[config.mk]
export PLATFORM = sky130hd
export DESIGN_NAME = branch_alu_core
export DESIGN_NICKNAME = d
export VERILOG_FILES = /design/src/common/branch_alu_pkg.sv /design/src/core/branch_alu_core.sv
export SDC_FILE = /design/constraint.sdc
export NUM_CORES = 1
export LEC_CHECK = 0
export BUFFER_PORTS_ARGS = -buffer_cell sky130_fd_sc_hd__buf_2
export CORE_MARGIN = 5
export CORE_UTILIZATION = 50
export DETAILED_ROUTE_END_ITERATION = 10
export GPL_ROUTABILITY_DRIVEN = 0
export PLACE_DENSITY = 0.73
export SYNTH_ARGS = -nofsm -noshare
export SYNTH_HDL_FRONTEND = slang
export SYNTH_SLANG_ARGS = --single-unit
[constraint.sdc]
create_clock -name clk -period 3.2 [get_ports clk]
set_input_delay 0.16 -clock clk [delete_from_list [all_inputs] [get_ports clk]]
set_output_delay 0.16 -clock clk [all_outputs]
set_load 0.05 [all_outputs]
[src/common/branch_alu_pkg.sv]
/*
 * Shared types and constants of the branch, compare and single-register ALU
 * execution unit: operation codes, the issue bundle, flag positions, cycle
 * counts and the small register map.
 * Assumes an external decoder that fetches operands and fills the bundle.
 */
package branch_alu_pkg;

    // ----------------------------------------------------------------
    // Widths
    // ----------------------------------------------------------------
    localparam int DATA_W = 8;
    localparam int K_W = 12;
    localparam int ADDR_W = 16;
    localparam int REG_ADDR_W = 4;

    // ----------------------------------------------------------------
    // Operations
    // ----------------------------------------------------------------
    typedef enum logic [4:0] {
        OP_NOP, OP_SET_BITS_IMM, OP_CLEAR_BITS_IMM, OP_INC, OP_DEC, OP_NEG,
        OP_TEST_REG, OP_CLEAR_REG, OP_SET_REG, OP_COMPARE, OP_COMPARE_CARRY,
        OP_COMPARE_IMMEDIATE, OP_COMPARE_SKIP_EQUAL, OP_SKIP_REG_BIT_CLEAR,
        OP_SKIP_REG_BIT_SET, OP_SKIP_IO_BIT_CLEAR, OP_SKIP_IO_BIT_SET,
        OP_BRANCH_FLAG_SET, OP_BRANCH_FLAG_CLEAR, OP_BRANCH_SIGNED_GE,
        OP_BRANCH_SIGNED_LT, OP_RELATIVE_JUMP, OP_INDIRECT_JUMP,
        OP_RELATIVE_CALL, OP_INDIRECT_CALL, OP_RETURN, OP_INTERRUPT_RETURN
    } op_t;

    // Everything one instruction needs, already fetched by the decoder
    typedef struct packed {
        op_t op;
        logic [DATA_W-1:0] rd_val;
        logic [DATA_W-1:0] rr_val;
        logic [DATA_W-1:0] imm;
        logic [2:0] bit_sel;
        logic io_bit;
        logic [K_W-1:0] k;
        logic [ADDR_W-1:0] z_ptr;
        logic [ADDR_W-1:0] stack_pc;
        logic next_two_words;
    } insn_t;

    typedef struct packed {
        logic valid;
        logic [ADDR_W-1:0] addr;
    } stack_req_t;

    // ----------------------------------------------------------------
    // Status flag positions
    // ----------------------------------------------------------------
    localparam int FLAG_C = 0;
    localparam int FLAG_Z = 1;
    localparam int FLAG_N = 2;
    localparam int FLAG_V = 3;
    localparam int FLAG_S = 4;
    localparam int FLAG_H = 5;
    localparam int FLAG_T = 6;
    localparam int FLAG_I = 7;

    // ----------------------------------------------------------------
    // Data constants
    // ----------------------------------------------------------------
    localparam logic [DATA_W-1:0] BYTE_ONES = 8'hFF;
    localparam logic [DATA_W-1:0] BYTE_ZERO = 8'h00;
    localparam logic [DATA_W-1:0] BYTE_ONE = 8'h01;
    localparam logic [DATA_W-1:0] MOST_NEG = 8'h80;
    localparam logic [DATA_W-1:0] MOST_POS = 8'h7F;
    localparam logic [DATA_W-1:0] FLAGS_RESET = 8'h00;

    // ----------------------------------------------------------------
    // Program counter steps and cycle counts
    // ----------------------------------------------------------------
    localparam logic [2:0] PC_STEP = 3'h1;
    localparam logic [2:0] SKIP_ONE_WORD = 3'h2;
    localparam logic [2:0] SKIP_TWO_WORDS = 3'h3;
    localparam logic [2:0] REL_BIAS = 3'h1;
    localparam logic [2:0] CYC_ONE = 3'h1;
    localparam logic [2:0] CYC_TWO = 3'h2;
    localparam logic [2:0] CYC_THREE = 3'h3;
    localparam logic [2:0] CYC_FOUR = 3'h4;

    // ----------------------------------------------------------------
    // Register map
    // ----------------------------------------------------------------
    localparam logic [REG_ADDR_W-1:0] REG_FLAGS = 4'h0;
    localparam logic [REG_ADDR_W-1:0] REG_PC_LO = 4'h1;
    localparam logic [REG_ADDR_W-1:0] REG_PC_HI = 4'h2;
    localparam logic [REG_ADDR_W-1:0] REG_RESULT = 4'h3;
    localparam logic [REG_ADDR_W-1:0] REG_STATE = 4'h4;

endpackage : branch_alu_pkg

[src/core/branch_alu_core.sv]
/*
 * Execution unit for single-register ALU operations, compares, skips,
 * flag branches, jumps, calls and returns of an 8-bit core.
 * Assumes a decoder that presents one instruction bundle per issue while
 * busy is low, and a stack that accepts push and pop pulses.
 */
`timescale 1ns/100ps

module branch_alu_core #(
    parameter int PC_W = 12
) (
    input wire logic clk,
    input wire logic rst_n,
    input wire logic issue_valid,
    input wire branch_alu_pkg::insn_t issue_insn,
    input wire logic [branch_alu_pkg::REG_ADDR_W-1:0] reg_addr,
    input wire logic [branch_alu_pkg::DATA_W-1:0] reg_wdata,
    input wire logic reg_wr,
    input wire logic reg_rd,
    output logic [branch_alu_pkg::DATA_W-1:0] reg_rdata,
    output logic [branch_alu_pkg::DATA_W-1:0] result,
    output logic result_we,
    output logic [branch_alu_pkg::DATA_W-1:0] status_flags,
    output logic [PC_W-1:0] pc,
    output logic busy,
    output branch_alu_pkg::stack_req_t push,
    output logic pop
);

    // ----------------
    // Elaboration checks
    // ----------------
    if (PC_W < branch_alu_pkg::K_W || PC_W > branch_alu_pkg::ADDR_W) begin : g_pc_w_check
        $error("PC_W must lie between the offset width and the address width");
    end

    typedef enum logic {ST_IDLE = 1'b0, ST_WAIT = 1'b1} state_t;
    localparam int D = branch_alu_pkg::DATA_W;

    // ----------------
    // Flag helpers
    // ----------------
    // Logic result: Z and N from the byte, V cleared, S follows N xor V
    function automatic logic [D-1:0] logic_flags(input logic [D-1:0] f, input logic [D-1:0] r);
        logic [D-1:0] o;
        o = f;
        o[branch_alu_pkg::FLAG_Z] = (r == branch_alu_pkg::BYTE_ZERO);
        o[branch_alu_pkg::FLAG_N] = r[D-1];
        o[branch_alu_pkg::FLAG_V] = 1'b0;
        o[branch_alu_pkg::FLAG_S] = r[D-1];
        return o;
    endfunction : logic_flags

    // Subtraction a - b - cin; chain_z keeps Z only if it was already set
    function automatic logic [D-1:0] sub_flags(input logic [D-1:0] f, input logic [D-1:0] a,
                                               input logic [D-1:0] b, input logic cin,
                                               input logic chain_z);
        logic [D-1:0] o;
        logic [D-1:0] r;
        logic z;
        o = f;
        r = a - b - {{(D-1){1'b0}}, cin};
        z = (r == branch_alu_pkg::BYTE_ZERO);
        o[branch_alu_pkg::FLAG_Z] = chain_z ? (z & f[branch_alu_pkg::FLAG_Z]) : z;
        o[branch_alu_pkg::FLAG_N] = r[D-1];
        o[branch_alu_pkg::FLAG_V] = (a[D-1] & ~b[D-1] & ~r[D-1]) | (~a[D-1] & b[D-1] & r[D-1]);
        o[branch_alu_pkg::FLAG_S] = r[D-1] ^ o[branch_alu_pkg::FLAG_V];
        o[branch_alu_pkg::FLAG_C] = (~a[D-1] & b[D-1]) | (b[D-1] & r[D-1]) | (r[D-1] & ~a[D-1]);
        o[branch_alu_pkg::FLAG_H] = (~a[3] & b[3]) | (b[3] & r[3]) | (r[3] & ~a[3]);
        return o;
    endfunction : sub_flags

    // Increment or decrement: V marks the single signed wrap
    function automatic logic [D-1:0] step_flags(input logic [D-1:0] f, input logic [D-1:0] r,
                                                input logic [D-1:0] wrap);
        logic [D-1:0] o;
        o = logic_flags(f, r);
        o[branch_alu_pkg::FLAG_V] = (r == wrap);
        o[branch_alu_pkg::FLAG_S] = r[D-1] ^ (r == wrap);
        return o;
    endfunction : step_flags

    // ----------------
    // State
    // ----------------
    state_t state_q;
    logic [2:0] wait_q;
    logic [D-1:0] flags_q;
    logic [PC_W-1:0] pc_q;
    logic [D-1:0] result_q;
    logic result_we_q;
    branch_alu_pkg::stack_req_t push_q;
    logic pop_q;
    logic [D-1:0] rdata_q;

    // ----------------
    // Execute: next values for one issued instruction
    // ----------------
    logic take;
    logic [D-1:0] res_d;
    logic we_d;
    logic [D-1:0] flags_d;
    logic [PC_W-1:0] pc_d;
    logic [2:0] cyc_d;
    logic push_d;
    logic pop_d;
    logic [PC_W-1:0] seq_pc;
    logic [PC_W-1:0] rel_pc;
    logic [PC_W-1:0] skip_pc;
    logic [2:0] skip_cyc;
    logic sel_flag;
    logic n_xor_v;
    assign seq_pc = pc_q + PC_W'(branch_alu_pkg::PC_STEP);
    assign rel_pc = pc_q + PC_W'($signed(issue_insn.k)) + PC_W'(branch_alu_pkg::REL_BIAS);
    // Skipping a two-word instruction costs one extra cycle
    assign skip_pc = pc_q + PC_W'(issue_insn.next_two_words ? branch_alu_pkg::SKIP_TWO_WORDS
                                                              : branch_alu_pkg::SKIP_ONE_WORD);
    assign skip_cyc = issue_insn.next_two_words ? branch_alu_pkg::CYC_THREE : branch_alu_pkg::CYC_TWO;
    assign sel_flag = flags_q[issue_insn.bit_sel];
    assign n_xor_v = flags_q[branch_alu_pkg::FLAG_N] ^ flags_q[branch_alu_pkg::FLAG_V];

    always_comb begin
        take = 1'b0;
        res_d = issue_insn.rd_val;
        we_d = 1'b0;
        flags_d = flags_q;
        pc_d = seq_pc;
        cyc_d = branch_alu_pkg::CYC_ONE;
        push_d = 1'b0;
        pop_d = 1'b0;
        unique case (issue_insn.op)
            branch_alu_pkg::OP_SET_BITS_IMM: begin
                res_d = issue_insn.rd_val | issue_insn.imm;
                we_d = 1'b1;
                flags_d = logic_flags(flags_q, res_d);
            end
            branch_alu_pkg::OP_CLEAR_BITS_IMM: begin
                res_d = issue_insn.rd_val & (branch_alu_pkg::BYTE_ONES - issue_insn.imm);
                we_d = 1'b1;
                flags_d = logic_flags(flags_q, res_d);
            end
            branch_alu_pkg::OP_INC: begin
                res_d = issue_insn.rd_val + branch_alu_pkg::BYTE_ONE;
                we_d = 1'b1;
                flags_d = step_flags(flags_q, res_d, branch_alu_pkg::MOST_NEG);
            end
            branch_alu_pkg::OP_DEC: begin
                res_d = issue_insn.rd_val - branch_alu_pkg::BYTE_ONE;
                we_d = 1'b1;
                flags_d = step_flags(flags_q, res_d, branch_alu_pkg::MOST_POS);
            end
            branch_alu_pkg::OP_NEG: begin
                res_d = branch_alu_pkg::BYTE_ZERO - issue_insn.rd_val;
                we_d = 1'b1;
                flags_d = sub_flags(flags_q, branch_alu_pkg::BYTE_ZERO, issue_insn.rd_val, 1'b0, 1'b0);
            end
            branch_alu_pkg::OP_TEST_REG: begin
                res_d = issue_insn.rd_val & issue_insn.rd_val;
                we_d = 1'b1;
                flags_d = logic_flags(flags_q, res_d);
            end
            branch_alu_pkg::OP_CLEAR_REG: begin
                res_d = issue_insn.rd_val ^ issue_insn.rd_val;
                we_d = 1'b1;
                flags_d = logic_flags(flags_q, res_d);
            end
            branch_alu_pkg::OP_SET_REG: begin
                res_d = branch_alu_pkg::BYTE_ONES;
                we_d = 1'b1;
            end
            branch_alu_pkg::OP_COMPARE: begin
                flags_d = sub_flags(flags_q, issue_insn.rd_val, issue_insn.rr_val, 1'b0, 1'b0);
            end
            branch_alu_pkg::OP_COMPARE_CARRY: begin
                flags_d = sub_flags(flags_q, issue_insn.rd_val, issue_insn.rr_val,
                                    flags_q[branch_alu_pkg::FLAG_C], 1'b1);
            end
            branch_alu_pkg::OP_COMPARE_IMMEDIATE: begin
                flags_d = sub_flags(flags_q, issue_insn.rd_val, issue_insn.imm, 1'b0, 1'b0);
            end
            branch_alu_pkg::OP_COMPARE_SKIP_EQUAL: begin
                take = (issue_insn.rd_val == issue_insn.rr_val);
            end
            branch_alu_pkg::OP_SKIP_REG_BIT_CLEAR: begin
                take = ~issue_insn.rr_val[issue_insn.bit_sel];
            end
            branch_alu_pkg::OP_SKIP_REG_BIT_SET: begin
                take = issue_insn.rr_val[issue_insn.bit_sel];
            end
            branch_alu_pkg::OP_SKIP_IO_BIT_CLEAR: begin
                take = ~issue_insn.io_bit;
            end
            branch_alu_pkg::OP_SKIP_IO_BIT_SET: begin
                take = issue_insn.io_bit;
            end
            // Carry, equal, sign and half-carry aliases come in as a flag select
            branch_alu_pkg::OP_BRANCH_FLAG_SET: begin
                take = sel_flag;
            end
            branch_alu_pkg::OP_BRANCH_FLAG_CLEAR: begin
                take = ~sel_flag;
            end
            branch_alu_pkg::OP_BRANCH_SIGNED_GE: begin
                take = ~n_xor_v;
            end
            branch_alu_pkg::OP_BRANCH_SIGNED_LT: begin
                take = n_xor_v;
            end
            branch_alu_pkg::OP_RELATIVE_JUMP: begin
                pc_d = rel_pc;
                cyc_d = branch_alu_pkg::CYC_TWO;
            end
            branch_alu_pkg::OP_INDIRECT_JUMP: begin
                pc_d = issue_insn.z_ptr[PC_W-1:0];
                cyc_d = branch_alu_pkg::CYC_TWO;
            end
            branch_alu_pkg::OP_RELATIVE_CALL: begin
                pc_d = rel_pc;
                push_d = 1'b1;
                cyc_d = branch_alu_pkg::CYC_THREE;
            end
            branch_alu_pkg::OP_INDIRECT_CALL: begin
                pc_d = issue_insn.z_ptr[PC_W-1:0];
                push_d = 1'b1;
                cyc_d = branch_alu_pkg::CYC_THREE;
            end
            branch_alu_pkg::OP_RETURN: begin
                pc_d = issue_insn.stack_pc[PC_W-1:0];
                pop_d = 1'b1;
                cyc_d = branch_alu_pkg::CYC_FOUR;
            end
            branch_alu_pkg::OP_INTERRUPT_RETURN: begin
                pc_d = issue_insn.stack_pc[PC_W-1:0];
                pop_d = 1'b1;
                flags_d[branch_alu_pkg::FLAG_I] = 1'b1;
                cyc_d = branch_alu_pkg::CYC_FOUR;
            end
            default: begin
                take = 1'b0;
            end
        endcase
        // Skips and branches share the taken path; untaken costs one cycle
        if (take) begin
            if (issue_insn.op inside {branch_alu_pkg::OP_BRANCH_FLAG_SET, branch_alu_pkg::OP_BRANCH_FLAG_CLEAR,
                                      branch_alu_pkg::OP_BRANCH_SIGNED_GE, branch_alu_pkg::OP_BRANCH_SIGNED_LT}) begin
                pc_d = rel_pc;
                cyc_d = branch_alu_pkg::CYC_TWO;
            end else begin
                pc_d = skip_pc;
                cyc_d = skip_cyc;
            end
        end
    end
    logic accept;
    assign accept = issue_valid && (state_q == ST_IDLE);

    // ----------------
    // Sequencer: holds busy for the extra cycles of an instruction
    // ----------------
    always_ff @(posedge clk or negedge rst_n) begin
        if (!rst_n) begin
            state_q <= ST_IDLE;
            wait_q <= 3'h0;
        end else begin
            unique case (state_q)
                ST_IDLE: begin
                    if (accept && cyc_d != branch_alu_pkg::CYC_ONE) begin
                        state_q <= ST_WAIT;
                        wait_q <= cyc_d - branch_alu_pkg::CYC_TWO;
                    end
                end
                ST_WAIT: begin
                    if (wait_q == 3'h0) begin
                        state_q <= ST_IDLE;
                    end else begin
                        wait_q <= wait_q - 3'h1;
                    end
                end
            endcase
        end
    end

    // ----------------
    // Status flags: an executing instruction beats a software write
    // ----------------
    always_ff @(posedge clk or negedge rst_n) begin
        if (!rst_n) begin
            flags_q <= branch_alu_pkg::FLAGS_RESET;
        end else if (accept) begin
            flags_q <= flags_d;
        end else if (reg_wr && reg_addr == branch_alu_pkg::REG_FLAGS) begin
            flags_q <= reg_wdata;
        end
    end

    // ----------------
    // Program counter, result and stack strobes
    // ----------------
    always_ff @(posedge clk or negedge rst_n) begin
        if (!rst_n) begin
            pc_q <= '0;
        end else if (accept) begin
            pc_q <= pc_d;
        end
    end

    always_ff @(posedge clk or negedge rst_n) begin
        if (!rst_n) begin
            result_q <= branch_alu_pkg::BYTE_ZERO;
            result_we_q <= 1'b0;
        end else begin
            result_we_q <= accept && we_d;
            if (accept && we_d) begin
                result_q <= res_d;
            end
        end
    end

    always_ff @(posedge clk or negedge rst_n) begin
        if (!rst_n) begin
            push_q <= '0;
            pop_q <= 1'b0;
        end else begin
            // Return address is the word after the call
            push_q.valid <= accept && push_d;
            push_q.addr <= branch_alu_pkg::ADDR_W'(seq_pc);
            pop_q <= accept && pop_d;
        end
    end

    // ----------------
    // Register read port, data one cycle after the strobe
    // ----------------
    always_ff @(posedge clk or negedge rst_n) begin
        if (!rst_n) begin
            rdata_q <= branch_alu_pkg::BYTE_ZERO;
        end else if (reg_rd) begin
            unique case (reg_addr)
                branch_alu_pkg::REG_FLAGS: rdata_q <= flags_q;
                branch_alu_pkg::REG_PC_LO: rdata_q <= pc_q[D-1:0];
                branch_alu_pkg::REG_PC_HI: rdata_q <= D'(branch_alu_pkg::ADDR_W'(pc_q) >> D);
                branch_alu_pkg::REG_RESULT: rdata_q <= result_q;
                branch_alu_pkg::REG_STATE: rdata_q <= {{(D-1){1'b0}}, state_q == ST_WAIT};
                default: rdata_q <= branch_alu_pkg::BYTE_ZERO;
            endcase
        end else begin
            rdata_q <= branch_alu_pkg::BYTE_ZERO;
        end
    end

    // ----------------
    // Outputs
    // ----------------
    logic busy_q;
    // Registered from the next state so it is not a cycle late
    always_ff @(posedge clk or negedge rst_n) begin
        if (!rst_n) begin
            busy_q <= 1'b0;
        end else if (state_q == ST_IDLE) begin
            busy_q <= accept && cyc_d != branch_alu_pkg::CYC_ONE;
        end else begin
            busy_q <= wait_q != 3'h0;
        end
    end

    assign reg_rdata = rdata_q;
    assign result = result_q;
    assign result_we = result_we_q;
    assign status_flags = flags_q;
    assign pc = pc_q;
    assign busy = busy_q;
    assign push = push_q;
    assign pop = pop_q;

endmodule : branch_alu_core

==> run summary <==
status: completed
Yosys cell types: 72
Data required, critical path: 3.38 ns
Post-synth EDFFs: 0
Sequential Power Share: 23.0%
antenna-violating nets left: 0
NumNets Final: 1098
Internal: 0.00245 W
drt wl/cell: 18.9 µm
Seq cells post-synth: 55
Inserted Clock Buffers: 5
clock latency on the worst-skew pair: 0.29 ns
Seq/Total Area, Yosys: 22.1%
total number of vias: 6835
Pre-Repair DR Iteration Count: 7
multi-input logic area: 4520 µm²
Top Ports: 151
CP Capture Type: register
Comb power frac: 64.2%
synthesized netlist cell count: 800
Psw: 0.00270 W
Pleak: 3.47 nW
final instance area: 7450 µm²
Highest Clock Rate: 337 MHz
Cell Area, Placed: 7260 µm²
slowest stage delay, CP: 0.56 ns
largest net degree at the start of global routing: 37
unrepaired setup endpoints after global routing: no
Net Sw Frac: 52.5%
Clock Skew: 0.00659 ns
GRT overflow: 0
top post-synthesis cells by area: dfrtp_1 22%, ha_1 11%, nor2_1 5.7%
Placed Cells incl. Taps: 1101
CORE AREA: 12100 µm²
final hold slack: 0.0493 ns
Final Non-Filler Cells: 1110
Peak VDD IR: 0.283 mV
CTS sink cnt: 55
Port Buffers: 138
Final Hold Vio Count: 0
Post-Route WL: 21000 µm
fin crit share: 92.9%
vias in the first global route: 6269
Most common cell on crit path: nor2_1
die height: 122 µm
final core utilization: 61.5%
CP startpoint kind: input pin
clk root buf: clkbuf_16
area leader, netlist: dfrtp_1
H-tree depth: 2
first-pass GRT wire length: 32400 µm
highest-delay cell along the critical path: fa_1
HPWL Detailed: 16800 µm
clock network fraction of total power: 12.8%
FF/Latch Area: 1380 µm²
Syn Area/Cell: 7.80 µm²
share of layout cells above drive strength 1: 22.4%
Initial DRC Count: 798
Via density: 6.16
die area: 14800 µm²
Total GRT Usage: 27.4%
FFs w/ async S/R, synth: 100%
area grow syn2layout: 19.4%
initial antenna violation count: 0
Die Width: 122 µm
Rows: 40
Worst Path Class, Setup: in -> reg
Crit Path Max Fanout: 5
maximum clock path buffer count: 2
Setup Buffers After CTS: 0
overall power: 0.00516 W
DRC: 0
worst-margin pin slew: 0.928 ns
crit-path cells: buf_2 > inv_1 > ha_1 > nor2_1 > nor2_1 > o21bai_1 > a21oi_1 > nor2_1 > nor2_1 > o21bai_1 > a21oi_1 > fa_1 > nand2b_1 > a21boi_0 > o21ai_0 > a221oi_1 > nand3_1 > a211o_1
YS warnings: 0
initial core utilization: 51.5%
main flop type after synthesis: dfrtp_1
Finish-stage setup viols: 0
Max Cap Viol: 0
Synth top area share: 22.1%
Worst Path Arrival: 3.16 ns
Tightest Hold Check Type: in -> reg
pins over their slew limit: 0
clock tree from TritonCTS: done
min Tclk post-route: 2.97 ns
Reg clk slew, reported paths: 0.08 ns
fillers: 1140
Pwr Density: 692 nW/µm²
Ant. Diodes: 0
slew margin rel.: 36.6%
synthesized area: 6240 µm²
-- per-stage QoR --
| stage | setup WS [ns] | setup TNS, ns |
|---|---|---|
| 6_report | 0.228 | 0 |
| 5_1_grt | 0.0341 | 0 |
| 4_1_cts | 0.282 | 0 |
| 3_5_place_dp | -0.0139 | -0.0139 |
| 3_3_place_gp | 0.0518 | 0 |
| 2_1_floorplan | 0.0653 | 0 |
-- cell type report --
cell class              count  share of cell area [%]
repair buffers            179                    13.4
multi-input cells         657                    60.7
flip-flops and latches     55                    18.5
inverters                  43                    2.17
clock inverters             2                   0.471
clock buffers               6                    1.87
well taps                 168                    2.82
-- critical path, delay by kind of cell --
family	cells	cell delay, ns
AND/OR/NAND/NOR	6	0.57
AO/OA/AOI/OAI	8	1.35
adder cells (fa/ha/maj)	2	0.83
buffers and inverters	2	0.24
-- flip-flops by register name, summed over array words and instances (netlist names) --
name	cells
pc	12
result_we	1
pop	1
reg_rdata	8
result	8
wait_q	3
busy	1
status_flags	8
push	13
-- path summary, 6_finish.rpt --
kind	cells after the start	start	slack (ns)	end
setup / recovery	18	issue_insn[66]	0.23	status_flags[3]$_DFFE_PN0P_
hold / removal	2	reg_addr[3]	0.05	reg_rdata[0]$_DFF_PN0_
setup reg to reg	10	pc[1]$_DFFE_PN0P_	0.29	pc[11]$_DFFE_PN0P_
hold reg to reg	1	pc[0]$_DFFE_PN0P_	0.44	push[0]$_DFF_PN0_
max in group asynchronous	3	rst_n	1.91	busy$_DFF_PN0_
min in group asynchronous	2	rst_n	0.50	push[10]$_DFF_PN0_
-- placed cells by master (no fill, tap or decap), types with 23 or more instances in the layout --
master   count
buf_4       40
ha_1        55
nor2_1      94
dfrtp_1     55
xnor2_1     31
nand2_1     74
nor3_1      24
o21ai_0     60
buf_2      138
inv_1       43
nand3_1     23
a21oi_1     41
-- what timing repair did --
action	CTS	global route
hold endpoints to repair	35	0
gates resized for setup	0	2
hold buffers	1	0
setup endpoints to repair	0	2
-- power groups by stage --
| stage | clock, W | sequential, W | combinational [W] |
|---|---|---|---|
| finish | 0.000659 | 0.00119 | 0.00331 |
| global route | 0.000689 | 0.00122 | 0.00356 |
| CTS | 0.000667 | 0.00118 | 0.00329 |
| detailed placement | 0 | 0.00119 | 0.00328 |
| global placement | 0 | 0.00119 | 0.00323 |
| floorplan | 0 | 0.00198 | 0.00156 |
-- Yosys cell counts (all sizes together) (8+ instances only) --
master  count
a31oi      16
nor2b      19
nor2       94
dfrtp      55
mux4        8
nor4        8
o211ai      9
a21oi      41
mux2i      10
xnor2      31
xor2       14
o21ai      63
nand2b     13
buf         9
and2        8
clkbuf     39
nand4       9
a211o       9
nor3       24
nand3      23
ha         55
and3        8
nand2      74
inv        43
-- routing by layer --
layer,part of all wire (%),global-route usage [%],up-vias
li1,-,-,3171
met5,0,0,-
met3,8.8,4.04,40
met2,45,42.8,346
met1,44,39.2,3278
met4,2.6,7.98,0
-- logic make-up after synthesis --
| logic type | share of synthesized area [%] |
|---|---|
| simple gates | 23.3 |
| fa+ha+maj | 13.3 |
| compound gates | 23.8 |
| flops | 22.1 |
| xor+xnor | 6.32 |
| buf+inv | 5.80 |
| other cells | 0.0601 |
| mux | 5.40 |
Power figures use the tool's default switching activity.
